==> config.mk <==
export PLATFORM = sky130hd
export DESIGN_NAME = srfb_flag_bank
export DESIGN_NICKNAME = d
export VERILOG_FILES = /design/src/rtl/srfb_pkg.sv /design/src/rtl/srfb_flag_bank.sv
export VERILOG_INCLUDE_DIRS = /design/src /design/src/rtl
export SDC_FILE = /design/constraint.sdc
export NUM_CORES = 1
export LEC_CHECK = 0
export ABC_CLOCK_PERIOD_IN_PS = 4700
export BUFFER_PORTS_ARGS = -buffer_cell sky130_fd_sc_hd__clkbuf_2
export CAP_MARGIN = 30
export CORE_MARGIN = 2
export CORE_UTILIZATION = 55
export DETAILED_ROUTE_END_ITERATION = 10
export HOLD_SLACK_MARGIN = 0.05
export PLACE_DENSITY = 0.85
export SLEW_MARGIN = 20
export SYNTH_ARGS = -nofsm -noshare
export SYNTH_HDL_FRONTEND = slang
export SYNTH_SLANG_ARGS = --single-unit
export TNS_END_PERCENT = 30
==> constraint.sdc <==
create_clock -name I_SYS_CLK -period 4.7 [get_ports I_SYS_CLK]
set_input_delay 0.705 -clock I_SYS_CLK [delete_from_list [all_inputs] [get_ports I_SYS_CLK]]
set_output_delay 0.705 -clock I_SYS_CLK [all_outputs]
set_load 0.01 [all_outputs]
==> src/rtl/srfb_params.svh <==
// register map and field constants for the segment flag bank
`ifndef SRFB_PARAMS_SVH
`define SRFB_PARAMS_SVH

`define SRFB_ADDR_W 16
`define SRFB_DATA_W 32
`define SRFB_SEGS 128
`define SRFB_WORDS 4
`define SRFB_SEG_BYTES 16
`define SRFB_OFS_IRQ_EN 16'h8f80
`define SRFB_OFS_CKSUM 16'h8fa0
`define SRFB_OFS_OVFL 16'h8fc0
`define SRFB_OFS_RXFLAG 16'h8fe0
`define SRFB_OFS_CTRL 16'h8ff0
`define SRFB_OFS_IRQ_STAT 16'h8ff4
`define SRFB_OFS_IRQ_MASK 16'h8ff8
`define SRFB_CTRL_GIE_BIT 0
`define SRFB_EV_RX_BIT 0
`define SRFB_EV_OVFL_BIT 1
`define SRFB_EV_CKSUM_BIT 2
`define SRFB_EV_W 3
`define SRFB_RST_WORD 32'h0000_0000
`define SRFB_RST_EV 3'h0

`endif

==> src/rtl/srfb_pkg.sv <==
// types shared by the segment flag bank
`default_nettype none
package srfb_pkg;

  typedef logic [127:0] srfb_seg_vec_t;

  typedef struct packed {
    logic wr;
    logic rd;
    logic [15:0] addr;
    logic [31:0] wdata;
  } srfb_bus_req_t;

  typedef struct packed {
    logic [127:0] rx;
    logic [127:0] cksum_err;
  } srfb_seg_evt_t;

endpackage : srfb_pkg
`default_nettype wire

==> src/rtl/srfb_flag_bank.sv <==
// per-segment receive, overflow, checksum flags and interrupt enables
// =====================================================================
`include "srfb_params.svh"
`default_nettype none
module srfb_flag_bank (
  input wire logic I_SYS_CLK,
  input wire logic I_RST,
  input wire logic [15:0] I_ADDR,
  input wire logic [31:0] I_WDATA,
  input wire logic I_WR,
  input wire logic I_RD,
  output logic [31:0] O_RDATA,
  input wire logic [127:0] I_SEG_RX,
  input wire logic [127:0] I_SEG_CKSUM_ERR,
  output logic [127:0] O_SEG_PENDING,
  output logic O_BUF_IRQ,
  output logic O_IRQ
);

  // =====================================================================
  // request bundling
  srfb_pkg::srfb_bus_req_t req;
  srfb_pkg::srfb_seg_evt_t evt;
  assign req = '{wr: I_WR, rd: I_RD, addr: I_ADDR, wdata: I_WDATA};
  assign evt = '{rx: I_SEG_RX, cksum_err: I_SEG_CKSUM_ERR};

  // word w bit 31-k maps to segment 32*w+k
  function automatic srfb_pkg::srfb_seg_vec_t word_to_seg(
    input logic [31:0] d,
    input logic [1:0] w
  );
    srfb_pkg::srfb_seg_vec_t v;
    v = '0;
    for (int k = 0; k < 32; k++) begin
      v[{w, 5'(k)}] = d[31 - k];
    end
    return v;
  endfunction : word_to_seg

  function automatic logic [31:0] seg_to_word(
    input srfb_pkg::srfb_seg_vec_t v,
    input logic [1:0] w
  );
    logic [31:0] d;
    d = '0;
    for (int k = 0; k < 32; k++) begin
      d[31 - k] = v[{w, 5'(k)}];
    end
    return d;
  endfunction : seg_to_word

  // =====================================================================
  // address decode
  logic [1:0] word_sel;
  logic hit_en, hit_ck, hit_ov, hit_rx, hit_ctrl, hit_stat, hit_mask;
  assign word_sel = req.addr[3:2];
  assign hit_en = (req.addr[15:4] == 12'(`SRFB_OFS_IRQ_EN >> 4)) &
    (req.addr[1:0] == 2'h0);
  assign hit_ck = (req.addr[15:4] == 12'(`SRFB_OFS_CKSUM >> 4)) &
    (req.addr[1:0] == 2'h0);
  assign hit_ov = (req.addr[15:4] == 12'(`SRFB_OFS_OVFL >> 4)) &
    (req.addr[1:0] == 2'h0);
  assign hit_rx = (req.addr[15:4] == 12'(`SRFB_OFS_RXFLAG >> 4)) &
    (req.addr[1:0] == 2'h0);
  assign hit_ctrl = (req.addr == `SRFB_OFS_CTRL);
  assign hit_stat = (req.addr == `SRFB_OFS_IRQ_STAT);
  assign hit_mask = (req.addr == `SRFB_OFS_IRQ_MASK);

  // =====================================================================
  // segment flag storage
  srfb_pkg::srfb_seg_vec_t irq_en_reg, irq_en_next;
  srfb_pkg::srfb_seg_vec_t rx_reg, rx_next;
  srfb_pkg::srfb_seg_vec_t ov_reg, ov_next;
  srfb_pkg::srfb_seg_vec_t ck_reg, ck_next;
  srfb_pkg::srfb_seg_vec_t wr_vec, rx_clr, en_wmask;
  logic gie_reg, gie_next;

  assign wr_vec = word_to_seg(req.wdata, word_sel);
  assign en_wmask = word_to_seg(32'hffff_ffff, word_sel);
  // one written to receive flag clears it, zero leaves it
  assign rx_clr = (req.wr & hit_rx) ? wr_vec : '0;
  // enable word write touches only the addressed 32 segments
  assign irq_en_next = (req.wr & hit_en) ?
    ((irq_en_reg & ~en_wmask) | wr_vec) : irq_en_reg;
  // set wins over clear
  assign rx_next = (rx_reg & ~rx_clr) | evt.rx;
  // packet on a segment still flagged
  assign ov_next = (ov_reg & ~rx_clr) | (evt.rx & rx_reg);
  assign ck_next = (ck_reg & ~rx_clr) |
    (evt.rx & evt.cksum_err);
  assign gie_next = (req.wr & hit_ctrl) ?
    req.wdata[`SRFB_CTRL_GIE_BIT] : gie_reg;

  always_ff @(posedge I_SYS_CLK) begin
    if (I_RST) begin
      irq_en_reg <= '0;
      rx_reg <= '0;
      ov_reg <= '0;
      ck_reg <= '0;
      gie_reg <= 1'b0;
    end else begin
      irq_en_reg <= irq_en_next;
      rx_reg <= rx_next;
      ov_reg <= ov_next;
      ck_reg <= ck_next;
      gie_reg <= gie_next;
    end
  end

  // =====================================================================
  // segment interrupt combine
  srfb_pkg::srfb_seg_vec_t pending;
  logic buf_req;
  assign pending = rx_reg & irq_en_reg;
  assign buf_req = |pending;
  assign O_SEG_PENDING = pending;
  assign O_BUF_IRQ = buf_req & gie_reg;

  // =====================================================================
  // event status, mask and interrupt output
  logic [2:0] ev_stat_reg, ev_stat_next, ev_mask_reg, ev_mask_next;
  logic [2:0] ev_in, ev_clr;
  assign ev_in[`SRFB_EV_RX_BIT] = O_BUF_IRQ;
  assign ev_in[`SRFB_EV_OVFL_BIT] = |(evt.rx & rx_reg);
  assign ev_in[`SRFB_EV_CKSUM_BIT] = |(evt.rx & evt.cksum_err);
  assign ev_clr = (req.wr & hit_stat) ? req.wdata[2:0] : 3'h0;
  assign ev_stat_next = (ev_stat_reg & ~ev_clr) | ev_in;
  assign ev_mask_next = (req.wr & hit_mask) ? req.wdata[2:0] : ev_mask_reg;

  always_ff @(posedge I_SYS_CLK) begin
    if (I_RST) begin
      ev_stat_reg <= `SRFB_RST_EV;
      ev_mask_reg <= `SRFB_RST_EV;
    end else begin
      ev_stat_reg <= ev_stat_next;
      ev_mask_reg <= ev_mask_next;
    end
  end

  assign O_IRQ = |(ev_stat_reg & ev_mask_reg);

  // =====================================================================
  // read data, one cycle after the strobe
  logic [31:0] rd_mux, rdata_reg;
  assign rd_mux =
    hit_en ? seg_to_word(irq_en_reg, word_sel) :
    hit_ck ? seg_to_word(ck_reg, word_sel) :
    hit_ov ? seg_to_word(ov_reg, word_sel) :
    hit_rx ? seg_to_word(rx_reg, word_sel) :
    hit_ctrl ? {31'h0, gie_reg} :
    hit_stat ? {29'h0, ev_stat_reg} :
    hit_mask ? {29'h0, ev_mask_reg} : `SRFB_RST_WORD;

  always_ff @(posedge I_SYS_CLK) begin
    if (I_RST) begin
      rdata_reg <= `SRFB_RST_WORD;
    end else if (req.rd) begin
      rdata_reg <= rd_mux;
    end else begin
      rdata_reg <= `SRFB_RST_WORD;
    end
  end
  assign O_RDATA = rdata_reg;

  // =====================================================================
  // checks: receive flag set and clear
  chk_rx_set_wins: assert property (
    @(posedge I_SYS_CLK) disable iff (I_RST)
    (I_SEG_RX != '0) |=>
      ((rx_reg & $past(I_SEG_RX)) == $past(I_SEG_RX)))
    else $error("rx set lost");

  chk_rx_sets: assert property (
    @(posedge I_SYS_CLK) disable iff (I_RST)
    (rx_reg & ~$past(rx_reg) & ~$past(I_SEG_RX)) == '0)
    else $error("rx flag set without packet");

  chk_rx_held: assert property (
    @(posedge I_SYS_CLK) disable iff (I_RST)
    !(I_WR && hit_rx) |=> ((rx_reg & $past(rx_reg)) == $past(rx_reg)))
    else $error("rx flag lost");

  chk_rx_w1c: assert property (
    @(posedge I_SYS_CLK) disable iff (I_RST)
    (I_WR && hit_rx) |=>
      ((rx_reg & $past(rx_clr & ~I_SEG_RX)) == '0))
    else $error("w1c failed");

  chk_rx_w0_keep: assert property (
    @(posedge I_SYS_CLK) disable iff (I_RST)
    (I_WR && hit_rx) |=>
      ((rx_reg & $past(rx_reg & ~rx_clr)) == $past(rx_reg & ~rx_clr)))
    else $error("zero write cleared");

  chk_err_clr_same: assert property (
    @(posedge I_SYS_CLK) disable iff (I_RST)
    (I_WR && hit_rx) |=>
      (((ov_reg | ck_reg) & $past(rx_clr & ~I_SEG_RX)) == '0))
    else $error("errors kept");

  // =====================================================================
  // checks: overflow and checksum flags
  chk_ovfl_set: assert property (
    @(posedge I_SYS_CLK) disable iff (I_RST)
    ((I_SEG_RX & rx_reg) != '0) |=>
      ((ov_reg & $past(I_SEG_RX & rx_reg)) == $past(I_SEG_RX & rx_reg)))
    else $error("overflow missed");

  chk_ovfl_first: assert property (
    @(posedge I_SYS_CLK) disable iff (I_RST)
    (ov_reg & ~$past(ov_reg) & ~$past(I_SEG_RX & rx_reg)) == '0)
    else $error("false overflow");

  chk_ovfl_held: assert property (
    @(posedge I_SYS_CLK) disable iff (I_RST)
    !(I_WR && hit_rx) |=> ((ov_reg & $past(ov_reg)) == $past(ov_reg)))
    else $error("overflow flag lost");

  chk_cksum_flag: assert property (
    @(posedge I_SYS_CLK) disable iff (I_RST)
    ((I_SEG_RX & I_SEG_CKSUM_ERR) != '0) |=>
      ((ck_reg & $past(I_SEG_RX & I_SEG_CKSUM_ERR)) ==
        $past(I_SEG_RX & I_SEG_CKSUM_ERR)))
    else $error("checksum error missed");

  chk_cksum_ok: assert property (
    @(posedge I_SYS_CLK) disable iff (I_RST)
    (ck_reg & ~$past(ck_reg) & ~$past(I_SEG_RX & I_SEG_CKSUM_ERR)) == '0)
    else $error("checksum flag spurious");

  chk_cksum_held: assert property (
    @(posedge I_SYS_CLK) disable iff (I_RST)
    !(I_WR && hit_rx) |=> ((ck_reg & $past(ck_reg)) == $past(ck_reg)))
    else $error("checksum flag lost");

  // =====================================================================
  // checks: enables, requests and read data
  chk_en_bit_map: assert property (
    @(posedge I_SYS_CLK) disable iff (I_RST)
    (I_WR && hit_en) |=>
      (irq_en_reg[{$past(word_sel), 5'd0}] == $past(I_WDATA[31])) &&
      (irq_en_reg[{$past(word_sel), 5'd31}] == $past(I_WDATA[0])))
    else $error("enable bit map");

  chk_en_other_words: assert property (
    @(posedge I_SYS_CLK) disable iff (I_RST)
    (I_WR && hit_en) |=>
      (((irq_en_reg ^ $past(irq_en_reg)) & ~$past(en_wmask)) == '0))
    else $error("enable write spilled");

  chk_en_keep: assert property (
    @(posedge I_SYS_CLK) disable iff (I_RST)
    !(I_WR && hit_en) |=> (irq_en_reg == $past(irq_en_reg)))
    else $error("enable changed unwritten");

  chk_rdata_en: assert property (
    @(posedge I_SYS_CLK) disable iff (I_RST)
    (I_RD && hit_en) |=>
      (O_RDATA[0] == $past(irq_en_reg[{word_sel, 5'd31}])))
    else $error("enable read map");

  chk_rdata_rx: assert property (
    @(posedge I_SYS_CLK) disable iff (I_RST)
    (I_RD && hit_rx) |=>
      (O_RDATA[31] == $past(rx_reg[{word_sel, 5'd0}])))
    else $error("rx read map");

  chk_rdata_idle: assert property (
    @(posedge I_SYS_CLK) disable iff (I_RST)
    !I_RD |=> (O_RDATA == '0))
    else $error("read data outside slot");

  chk_seg_irq: assert property (
    @(posedge I_SYS_CLK) disable iff (I_RST)
    O_SEG_PENDING == (rx_reg & irq_en_reg))
    else $error("segment request wrong");

  chk_gie_write: assert property (
    @(posedge I_SYS_CLK) disable iff (I_RST)
    (I_WR && hit_ctrl) |=> (gie_reg == $past(I_WDATA[0])))
    else $error("global enable write");

  chk_gie_gate: assert property (
    @(posedge I_SYS_CLK) disable iff (I_RST)
    !gie_reg |-> !O_BUF_IRQ)
    else $error("ungated irq");

  chk_buf_or: assert property (
    @(posedge I_SYS_CLK) disable iff (I_RST)
    O_BUF_IRQ == (gie_reg && ((rx_reg & irq_en_reg) != '0)))
    else $error("combined request wrong");

  chk_buf_irq_hold: assert property (
    @(posedge I_SYS_CLK) disable iff (I_RST)
    (O_BUF_IRQ && !(I_WR && (hit_rx || hit_en || hit_ctrl))) |=>
      O_BUF_IRQ)
    else $error("combined request dropped");

  // =====================================================================
  // checks: event status
  chk_ev_rx_sticky: assert property (
    @(posedge I_SYS_CLK) disable iff (I_RST)
    O_BUF_IRQ |=> ev_stat_reg[0])
    else $error("request event missed");

  chk_stat_w1c: assert property (
    @(posedge I_SYS_CLK) disable iff (I_RST)
    (I_WR && hit_stat && I_WDATA[0] && !O_BUF_IRQ) |=> !ev_stat_reg[0])
    else $error("status clear failed");

  chk_irq_masked: assert property (
    @(posedge I_SYS_CLK) disable iff (I_RST)
    (ev_mask_reg == 3'h0) |-> !O_IRQ)
    else $error("masked irq raised");

endmodule : srfb_flag_bank
`default_nettype wire

Word level (Yosys, flattened, before mapping)
Index checks and enable logic that the tools add are counted.
{"block": "classes", "magnitude_cmp": 64, "n_eq_ne": 7, "mux": 360, "n_bitwise": 60, "reduce_logical": 38}
{"operator": "bitwise mux 128 bit", "n": 31}
{"operator": "AND 128 bit", "n": 7}
{"operator": "OR 128 bit", "n": 4}
{"operator": "OR reduction 128 bit", "n": 3}
{"operator": "binary-select mux 1 bit (select 2 bit)", "n": 128}
{"operator": "< comparator 7 x 8 -> 1 bit (second input constant)", "n": 32}
{"operator": "inverter 128 bit", "n": 2}
{"operator": "greater-or-equal comparator 7 x 1 -> 1 bit (second input constant)", "n": 32}
{"operator": "2-to-1 mux 1 bit", "n": 160}
{"operator": "AND 128 x 97 -> 128 bit", "n": 1}
{"operator": "2-to-1 mux 128 bit", "n": 1}
{"operator": "2-to-1 mux 32 bit", "n": 4}
{"operator": "OR 127 x 128 -> 128 bit", "n": 1}
{"operator": "OR 126 x 127 -> 127 bit", "n": 1}
{"operator": "OR 125 x 126 -> 126 bit", "n": 1}
{"operator": "OR 124 x 125 -> 125 bit", "n": 1}
{"operator": "OR 123 x 124 -> 124 bit", "n": 1}
{"operator": "OR 122 x 123 -> 123 bit", "n": 1}
{"operator": "OR 121 x 122 -> 122 bit", "n": 1}
{"operator": "OR 120 x 121 -> 121 bit", "n": 1}
{"operator": "OR 119 x 120 -> 120 bit", "n": 1}
{"operator": "OR 118 x 119 -> 119 bit", "n": 1}
{"operator": "OR 117 x 118 -> 118 bit", "n": 1}
{"operator": "OR 116 x 117 -> 117 bit", "n": 1}
{"operator": "32 further kinds", "n": 112}
{"block": "word_totals", "regBits": 551, "input_bits": 308, "out_inout_bits": 162, "word_cells": 537}

Logic depth before layout (Yosys ltp)
Gate-level depths: netlist (run 1).
{"block": "logic_depth", "ltp_word": 40, "depth_mapped": 9}

Worst setup path after synthesis (run 1)
Ideal clock, no wire load.
{"block": "synth_timing", "path_type": "input-to-reg", "from": "in I_ADDR[13]", "to": "reg rdata_reg[21], in the netlist O_RDATA[21]", "setup_ns": 0.069, "arrival_time_ns": 2.738, "t_required_ns": 4.631, "slack_ns": 1.893, "path_stages": 7, "path_buffers": 3, "path_cell_list": "or4b_1 -> or4_1 -> buf_6 -> or4_4 -> buf_6 -> buf_8 -> o21ai_1"}
{"block": "synth_via", "elab_chain_len": 6, "word_cells_on_any_way": 12, "cone_classes": "4 x eq/ne; 4 x mux; 4 x bitwise"}
{"item": "start: declaration", "line_no": "srfb_flag_bank.sv:8", "text": "input wire logic [15:0] I_ADDR,"}
{"item": "equality test 12 bit", "line_no": "srfb_flag_bank.sv:63", "text": "assign hit_rx = (req.addr[15:4] == 12'(`SRFB_OFS_RXFLAG >> 4)) &"}
{"item": "AND 1 bit", "line_no": "srfb_flag_bank.sv:63"}
{"item": "2-to-1 mux 32 bit (no source line) (3 in a row)"}
{"item": "2-to-1 mux 32 bit (no source line) *"}
{"item": "end signal: assignment", "line_no": "srfb_flag_bank.sv:156", "text": "rdata_reg <= `SRFB_RST_WORD;"}
{"item": "end signal: assignment", "line_no": "srfb_flag_bank.sv:158", "text": "rdata_reg <= rd_mux;"}
{"item": "end signal: assignment", "line_no": "srfb_flag_bank.sv:160", "text": "rdata_reg <= `SRFB_RST_WORD;"}
{"item": "end: declaration", "line_no": "srfb_flag_bank.sv:144", "text": "logic [31:0] rd_mux, rdata_reg;"}
Every way passes the cells marked *; elsewhere a longest branch is shown, timed or not.
A chain may end at the register's enable or synchronous reset.

Final worst setup path (run 1)
{"block": "layout_timing", "from": "reg rx_reg[93]", "to": "out O_BUF_IRQ"}
{"block": "layout_via", "elab_chain_len": 3}
{"item": "start: declaration", "line_no": "srfb_flag_bank.sv:72", "text": "srfb_pkg::srfb_seg_vec_t rx_reg, rx_next;"}
{"item": "start signal: assignment", "line_no": "srfb_flag_bank.sv:103", "text": "rx_reg <= rx_next;"}
{"item": "AND 128 bit", "line_no": "srfb_flag_bank.sv:114", "text": "assign pending = rx_reg & irq_en_reg;"}
{"item": "OR reduction 128 bit", "line_no": "srfb_flag_bank.sv:115", "text": "assign buf_req = |pending;"}
{"item": "AND 1 bit", "line_no": "srfb_flag_bank.sv:117", "text": "assign O_BUF_IRQ = buf_req & gie_reg;"}
{"item": "end: declaration", "line_no": "srfb_flag_bank.sv:16", "text": "output logic O_BUF_IRQ,"}
No other way between the ends.

==> run metrics, run 1 <==
outcome completed; Post-Synthesis Cell Area 24,600 µm²; Critical Path Source Type register; Sw Pwr 0.00287 W; ANT nets after route 0; R2R Path Start rx_reg[93]$_SDFF_PP0_; area of the core 44,200 µm²; final setup TNS 0 ps; vias 26,171; f_max 0.230 GHz; xor-xnor portion of the synthesized cell area 0%; slowest CP cell o21ai_0; sequential share of power 46.1%; share of the yosys chip area belonging to registers 44.8%; largest family of logic cells by synthesized area simple AND/OR/NAND/NOR gates; detailed-router iteration count before antenna repair 6; GRT Total Usage 44.6%; DRC Markers 0; area of the multi-input gates 12,500 µm²; Starting Density 55.7%; critical path cell sequence and2_1 > or4_1 > nor4_1 > nand4_1 > o21ai_0 > inv_1 > clkbuf_2; pre-CTS WS 1080 ps; share of cells above drive strength 1 21.9%; Die Ht 216 µm; post-synthesis sequential element count 551; Gate Count Post-Synth 2,978; CP Capture Type primary output; worst vdd ir 0.000319 V; grt total ovfl 0; vias per cell 6.56; leakage power 12.5 nW; setup violators final 0; Main synth FF type dfxtp_1; RSZ-0062 raised after global routing no; Simple-Gate Fraction of Synth Area 24.2%; CTS Hold Bufs 0; Clock power frac 43.5%; GPL Wtd Cong 0.994; hold path depth 3; fillers 3,640; final WL 107,000 µm; worst setup margin 348 ps; Ports 470; FFs w/ async S/R, synth 0%; Relative slew margins 27.8%; area grow syn2layout 18.4%; Switching Fraction 26.0%; CTS max path bufs 3; mux contribution to synthesized area 11.9%; post-CTS setup buffers 0; CP required 3990 ps; Yosys top cell by area dfxtp_1; Pwr Density 379 nW/µm²; antenna violations before repair 13; R2R Path End ev_stat_reg[0]$_SDFF_PP0_; DRT iter0 DRCs 4,356; Final period util 92.6%; CTS clk-pin slew, worst paths 70 ps; flip-flop and latch area 11,000 µm²; Final Hold Fails 0; largest net degree at the start of global routing 198; Synth top area share 44.8%; internal power 0.00818 W; max cap viols 0; Nets 3,653; Die ar. 46,500 µm²; hold slack final 317 ps; Reg2Reg Depth 6; synth warn 0; post-synthesis compound-gate area fraction 14.5%; worst-path fanout max 4; hold endpoint rx_reg[48]$_SDFF_PP0_; WP data arrival 3650 ps; Synth Net Count 3,286; vias in the first global route 24,523; clk root buf clkbuf_16; first-pass GRT wire length 154,000 µm; slowest stage delay, CP 720 ps; Clock Sinks 551; clk_lat worst skew 630 ps; total CTS buffers 56; worst hold path class in -> reg; Post-Synth Adder-Cell Area 0%; die width 216 µm; Post-synth EDFFs 0; Logic pwr share 10.4%; htree depth 2; syn_area_per_cell 8.28 µm²; top cells by area, synth dfxtp_1 45%, nand2_1 13%, mux4_2 12%; Crit Path Class reg -> out; Detail Placement HPWL 77,200 µm; Port Buffers 469; DR WL/cell 26.7 µm; Worst Skew 23.6 ps; Min Clock Period, post-route 4350 ps; CTS tree done; R2R Setup Slk 1590 ps; Final Max Tran Viols 0; post-synthesis cell type count 38; worst slew pin tran 1070 ps; post-CTS resize count 0; Worst Min Path Start I_SEG_RX[48]; # rows 77
[layout make-up]
type / count / share of cell area (%)
multi-input cells: 2155 / 42.7
flip-flops and latches: 551 / 37.8
repair buffers: 503 / 9.12
clock buffers: 83 / 5.74
well taps: 592 / 2.54
clock inverters: 20 / 0.999
inverters: 78 / 1.00
diodes: 8 / 0.0686
[stage by stage]
stage	power (W)	util (%)	std cells	instance area, µm²
finish	0.0111	66.0	3990	29200
global route	0.0113	66.0	3983	29200
CTS	0.0109	65.9	3981	29100
detailed placement	0.00627	61.5	3878	27200
global placement	0.00624	61.5	3878	27200
floorplan	0.00578	-	2978	24600
[cells in the final DEF, fill, tap and decap left out, types with 3 or more instances in the layout]
master,n
inv_1,78
o21ai_1,6
mux2i_1,5
or4_1,7
a22o_1,6
nand2b_1,4
diode_2,8
clkbuf_1,11
nor4_1,24
clkbuf_8,16
nor2_1,204
bufinv_16,7
clkbuf_2,465
or4bb_1,5
clkinv_2,8
nand2_1,847
o21ai_2,4
a22oi_1,136
dfxtp_1,551
nor2_2,4
inv_6,3
a21oi_1,452
nand3_1,162
and2_1,56
mux4_2,128
clkbuf_16,57
or2_2,3
nand4_1,57
buf_4,33
o21ai_0,26
nor4_4,3
[critical path: cells and delay by family, from the launching register on]
family	cells	cell delay, ps
flip-flops	1	350
AND/OR/NAND/NOR	4	1700
AO/OA/AOI/OAI	1	720
buffers and inverters	2	250
[how the worst max path moves through the flow]
stage	slack [ps]	from	to	depth (start not counted)
3_3_place_gp	1160	I_ADDR[13]	register	7
3_5_place_dp	1080	I_ADDR[13]	register	7
4_1_cts	740	rx_reg[93]$_SDFF_PP0_	O_BUF_IRQ	7
5_1_grt	410	rx_reg[93]$_SDFF_PP0_	O_BUF_IRQ	7
2_1_floorplan	1890	I_ADDR[13]	O_RDATA[21]$_SDFF_PP0_	7
6_report	350	rx_reg[93]$_SDFF_PP0_	O_BUF_IRQ	7
[cells by family after synthesis]
kind of cell | count (synthesis)
simple gates | 1388
mux | 133
compound gates | 634
buf+inv | 272
flops | 551
[metal layers]
metal | share of wire (%) | wire (µm) | track usage, %
met2 | 42 | 44600 | 65.3
met5 | 0.069 | 74 | 0
met1 | 32 | 34300 | 53.3
met3 | 16 | 16800 | 14.7
met4 | 10 | 10800 | 37.3
[Yosys cell counts (all sizes together) (56+ instances only)]
cell    count
dfxtp     551
and2       56
buf        69
inv        78
a21oi     452
a22oi     136
nor2      208
mux4      128
nand4      57
nand2     847
clkbuf    125
nand3     162
[power groups by stage]
stage                     Clock [W]  Sequential [W]  Combinational (W)
after global routing        0.00497         0.00510            0.00121
after floorplan                   0         0.00510           0.000671
after CTS                   0.00477         0.00508            0.00110
after detailed placement          0         0.00518            0.00109
after global placement            0         0.00517            0.00107
final                       0.00481         0.00509            0.00115
Note: power is estimated with default switching activity, not from simulation.
==> inputs of run 2 (changes only) <==
--- a/config.mk
+++ b/config.mk
@@ -6,15 +6,15 @@
 export SDC_FILE = /design/constraint.sdc
 export NUM_CORES = 1
 export LEC_CHECK = 0
-export ABC_CLOCK_PERIOD_IN_PS = 4700
+export ABC_CLOCK_PERIOD_IN_PS = 3950
 export BUFFER_PORTS_ARGS = -buffer_cell sky130_fd_sc_hd__clkbuf_2
 export CAP_MARGIN = 30
 export CORE_MARGIN = 2
-export CORE_UTILIZATION = 55
+export CORE_UTILIZATION = 50
 export DETAILED_ROUTE_END_ITERATION = 10
 export HOLD_SLACK_MARGIN = 0.05
-export PLACE_DENSITY = 0.85
-export SLEW_MARGIN = 20
+export PLACE_DENSITY = 0.82
+export RECOVER_POWER = 50
 export SYNTH_ARGS = -nofsm -noshare
 export SYNTH_HDL_FRONTEND = slang
 export SYNTH_SLANG_ARGS = --single-unit
==> constraint.sdc (replaced) <==
create_clock -name I_SYS_CLK -period 3.95 [get_ports I_SYS_CLK]
set_input_delay 0.5925 -clock I_SYS_CLK [delete_from_list [all_inputs] [get_ports I_SYS_CLK]]
set_output_delay 0.5925 -clock I_SYS_CLK [all_outputs]
set_load 0.01 [all_outputs]
==> run metrics, run 2 (synthesis results as in run 1) <==
leakage power 12.1 nW (-3.7%); WP data arrival 3390 ps (-260 ps); final non-filler cell total 4,063 (+1.8%); CTS max path bufs 3 (unchanged); setup violators final 1 (+1); Port Buffers 469 (unchanged); worst vdd ir 0.000330 V (+3.5%); largest net degree at the start of global routing 242 (+22%); vias per cell 6.42 (-2.2%); Reg2Reg Depth 7 (+1); f_max 0.251 GHz; antenna violations before repair 9 (-4); Die ar. 51,100 µm² (+9.8%); sequential share of power 46.1% (about the same); Die Ht 226 µm (+4.8%); GPL Wtd Cong 0.991 (-0.30%); ANT nets after route 0 (unchanged); Relative slew margins -26.5% (-54 points); commonest cells after routing, fill and taps aside 847 x nand2_1, 551 x dfxtp_1, 452 x a21oi_1, 357 x clkbuf_2, 204 x nor2_1; CTS Hold Bufs 0 (unchanged); worst setup margin -31.8 ps (-379 ps); Logic pwr share 10.3% (about the same); Crit Path Class reg -> out; Final Max Tran Viols 68 (+68); Final period util 101%; fillers 4,438 (+22%); htree depth 2 (unchanged); hold path depth 3 (unchanged); Critical Path Source Type register; final WL 108,000 µm (+1.3%); internal power 0.00972 W (+19%); grt total ovfl 0 (unchanged); vias 26,071 (-0.38%); post-CTS resize count 0 (unchanged); Sw Pwr 0.00343 W (+19%); Ports 470 (unchanged); RSZ-0062 raised after global routing no; DRC Markers 0 (unchanged); Min Clock Period, post-route 3980 ps; # rows 81 (+5.2%); worst hold path class in -> reg; total CTS buffers 57 (+1.8%); share of cells above drive strength 1 18.3% (-3.6 points); Switching Fraction 26.1% (+0.10 points); area grow syn2layout 18.0%; clk root buf clkbuf_16; outcome finished with violations; final setup TNS -31.8 ps (-31.8 ps); CTS clk-pin slew, worst paths 60 ps (about the same); Detail Placement HPWL 78,400 µm (+1.6%); post-CTS setup buffers 0 (unchanged); max cap viols 3 (+3); die width 226 µm (+4.8%); Pwr Density 452 nW/µm² (+19%); area of the core 48,800 µm² (+10%); Worst Skew 27.9 ps (+4.32 ps); CP required 3360 ps (-630 ps); GRT Total Usage 41.2% (-3.4 points); worst slew pin tran 1900 ps (+824 ps); failing checks capacitance limit, slew limit, setup timing; Clock Sinks 551 (unchanged); clk_lat worst skew 630 ps (about the same); Clock power frac 43.6% (about the same); Starting Density 50.5% (-5.3 points); worst-path fanout max 4 (unchanged); DRT iter0 DRCs 4,798 (+10%); Inst Count DP 3,952 (+1.9%); first-pass GRT wire length 154,000 µm (-0.17%); commonest non-fill, non-tap cell in the layout nand2_1; detailed-router iteration count before antenna repair 6 (unchanged); DR WL/cell 26.6 µm (-0.55%); Nets 3,655 (+0.055%); CP Capture Type primary output; CTS tree done; vias in the first global route 24,174 (-1.4%); Final Hold Fails 0 (unchanged)
==> run 2: changes by cell type in the layout (fill, tap and decap cells not counted), moves of 6 or more <==
| cell | previous run | this run |
|---|---|---|
| clkbuf_1 | 11 | 123 |
| clkbuf_2 | 465 | 357 |
| and2_0 | 0 | 52 |
| and2_1 | 56 | 4 |
| buf_4 | 33 | 22 |
| buf_12 | 1 | 7 |
| clkinv_2 | 8 | 14 |
==> run 2: cell type report <==
class	instances	area [µm²]	area share, %
multi-input combinational	2155	12400	42.6
sequential	551	11000	37.9
timing repair buffer	504	2560	8.81
clock buffer	77	1640	5.65
tap	664	831	2.86
clock inverter	27	329	1.13
inverter	78	293	1.01
antenna	7	17.5	0.0602
==> run 2: per-layer routing <==
metal  wire, µm  up-vias  GRT usage, %
li1           -    11122             -
met1      35500    12111          49.0
met2      46200     2265          62.0
met3      16100      567          13.5
met4      10100        6          31.4
met5         41        -             0
==> run 2: power by group through the flow <==
stage	Combinational, W	Sequential (W)	Clock [W]
global route	0.00144	0.00607	0.00594
finish	0.00136	0.00606	0.00573
global placement	0.00129	0.00615	0
detailed placement	0.00131	0.00616	0
floorplan	0.000799	0.00607	0
CTS	0.00132	0.00604	0.00571
==> run 2: path summary, 6_finish.rpt <==
| path | start | to | slack [ps] |
|---|---|---|---|
| worst max-delay path | rx_reg[121]$_SDFF_PP0_ | O_BUF_IRQ | -30 |
| worst min-delay path | I_SEG_RX[85] | rx_reg[85]$_SDFF_PP0_ | 210 |
| worst max register to register | rx_reg[121]$_SDFF_PP0_ | ev_stat_reg[0]$_SDFF_PP0_ | 1140 |
| worst min register to register | ck_reg[75]$_SDFF_PP0_ | ck_reg[75]$_SDFF_PP0_ | 450 |
==> run 2: per-stage QoR <==
stage | utilization (%) | total power [W] | setup slack (ps) | area, µm² | hold WS, ps
finish | 59.6 | 0.0132 | -31.8 | 29100 | 207
global route | 59.5 | 0.0135 | 91.1 | 29100 | 224
CTS | 60.1 | 0.0131 | 298 | 29300 | 201
detailed placement | 56.0 | 0.00747 | 569 | 27400 | 444
global placement | 56.0 | 0.00744 | 658 | 27400 | 438
floorplan | - | 0.00687 | 1260 | 24600 | 433
==> run 2: worst max-delay path, stage by stage (launching register included) <==
cell and delay, ps:
dfxtp_1 340, and2_0 340, or4bb_1 720, nor4_1 630, nand4_1 180, o21ai_0 210, buf_4 160, inv_1 40
clkbuf_2 120
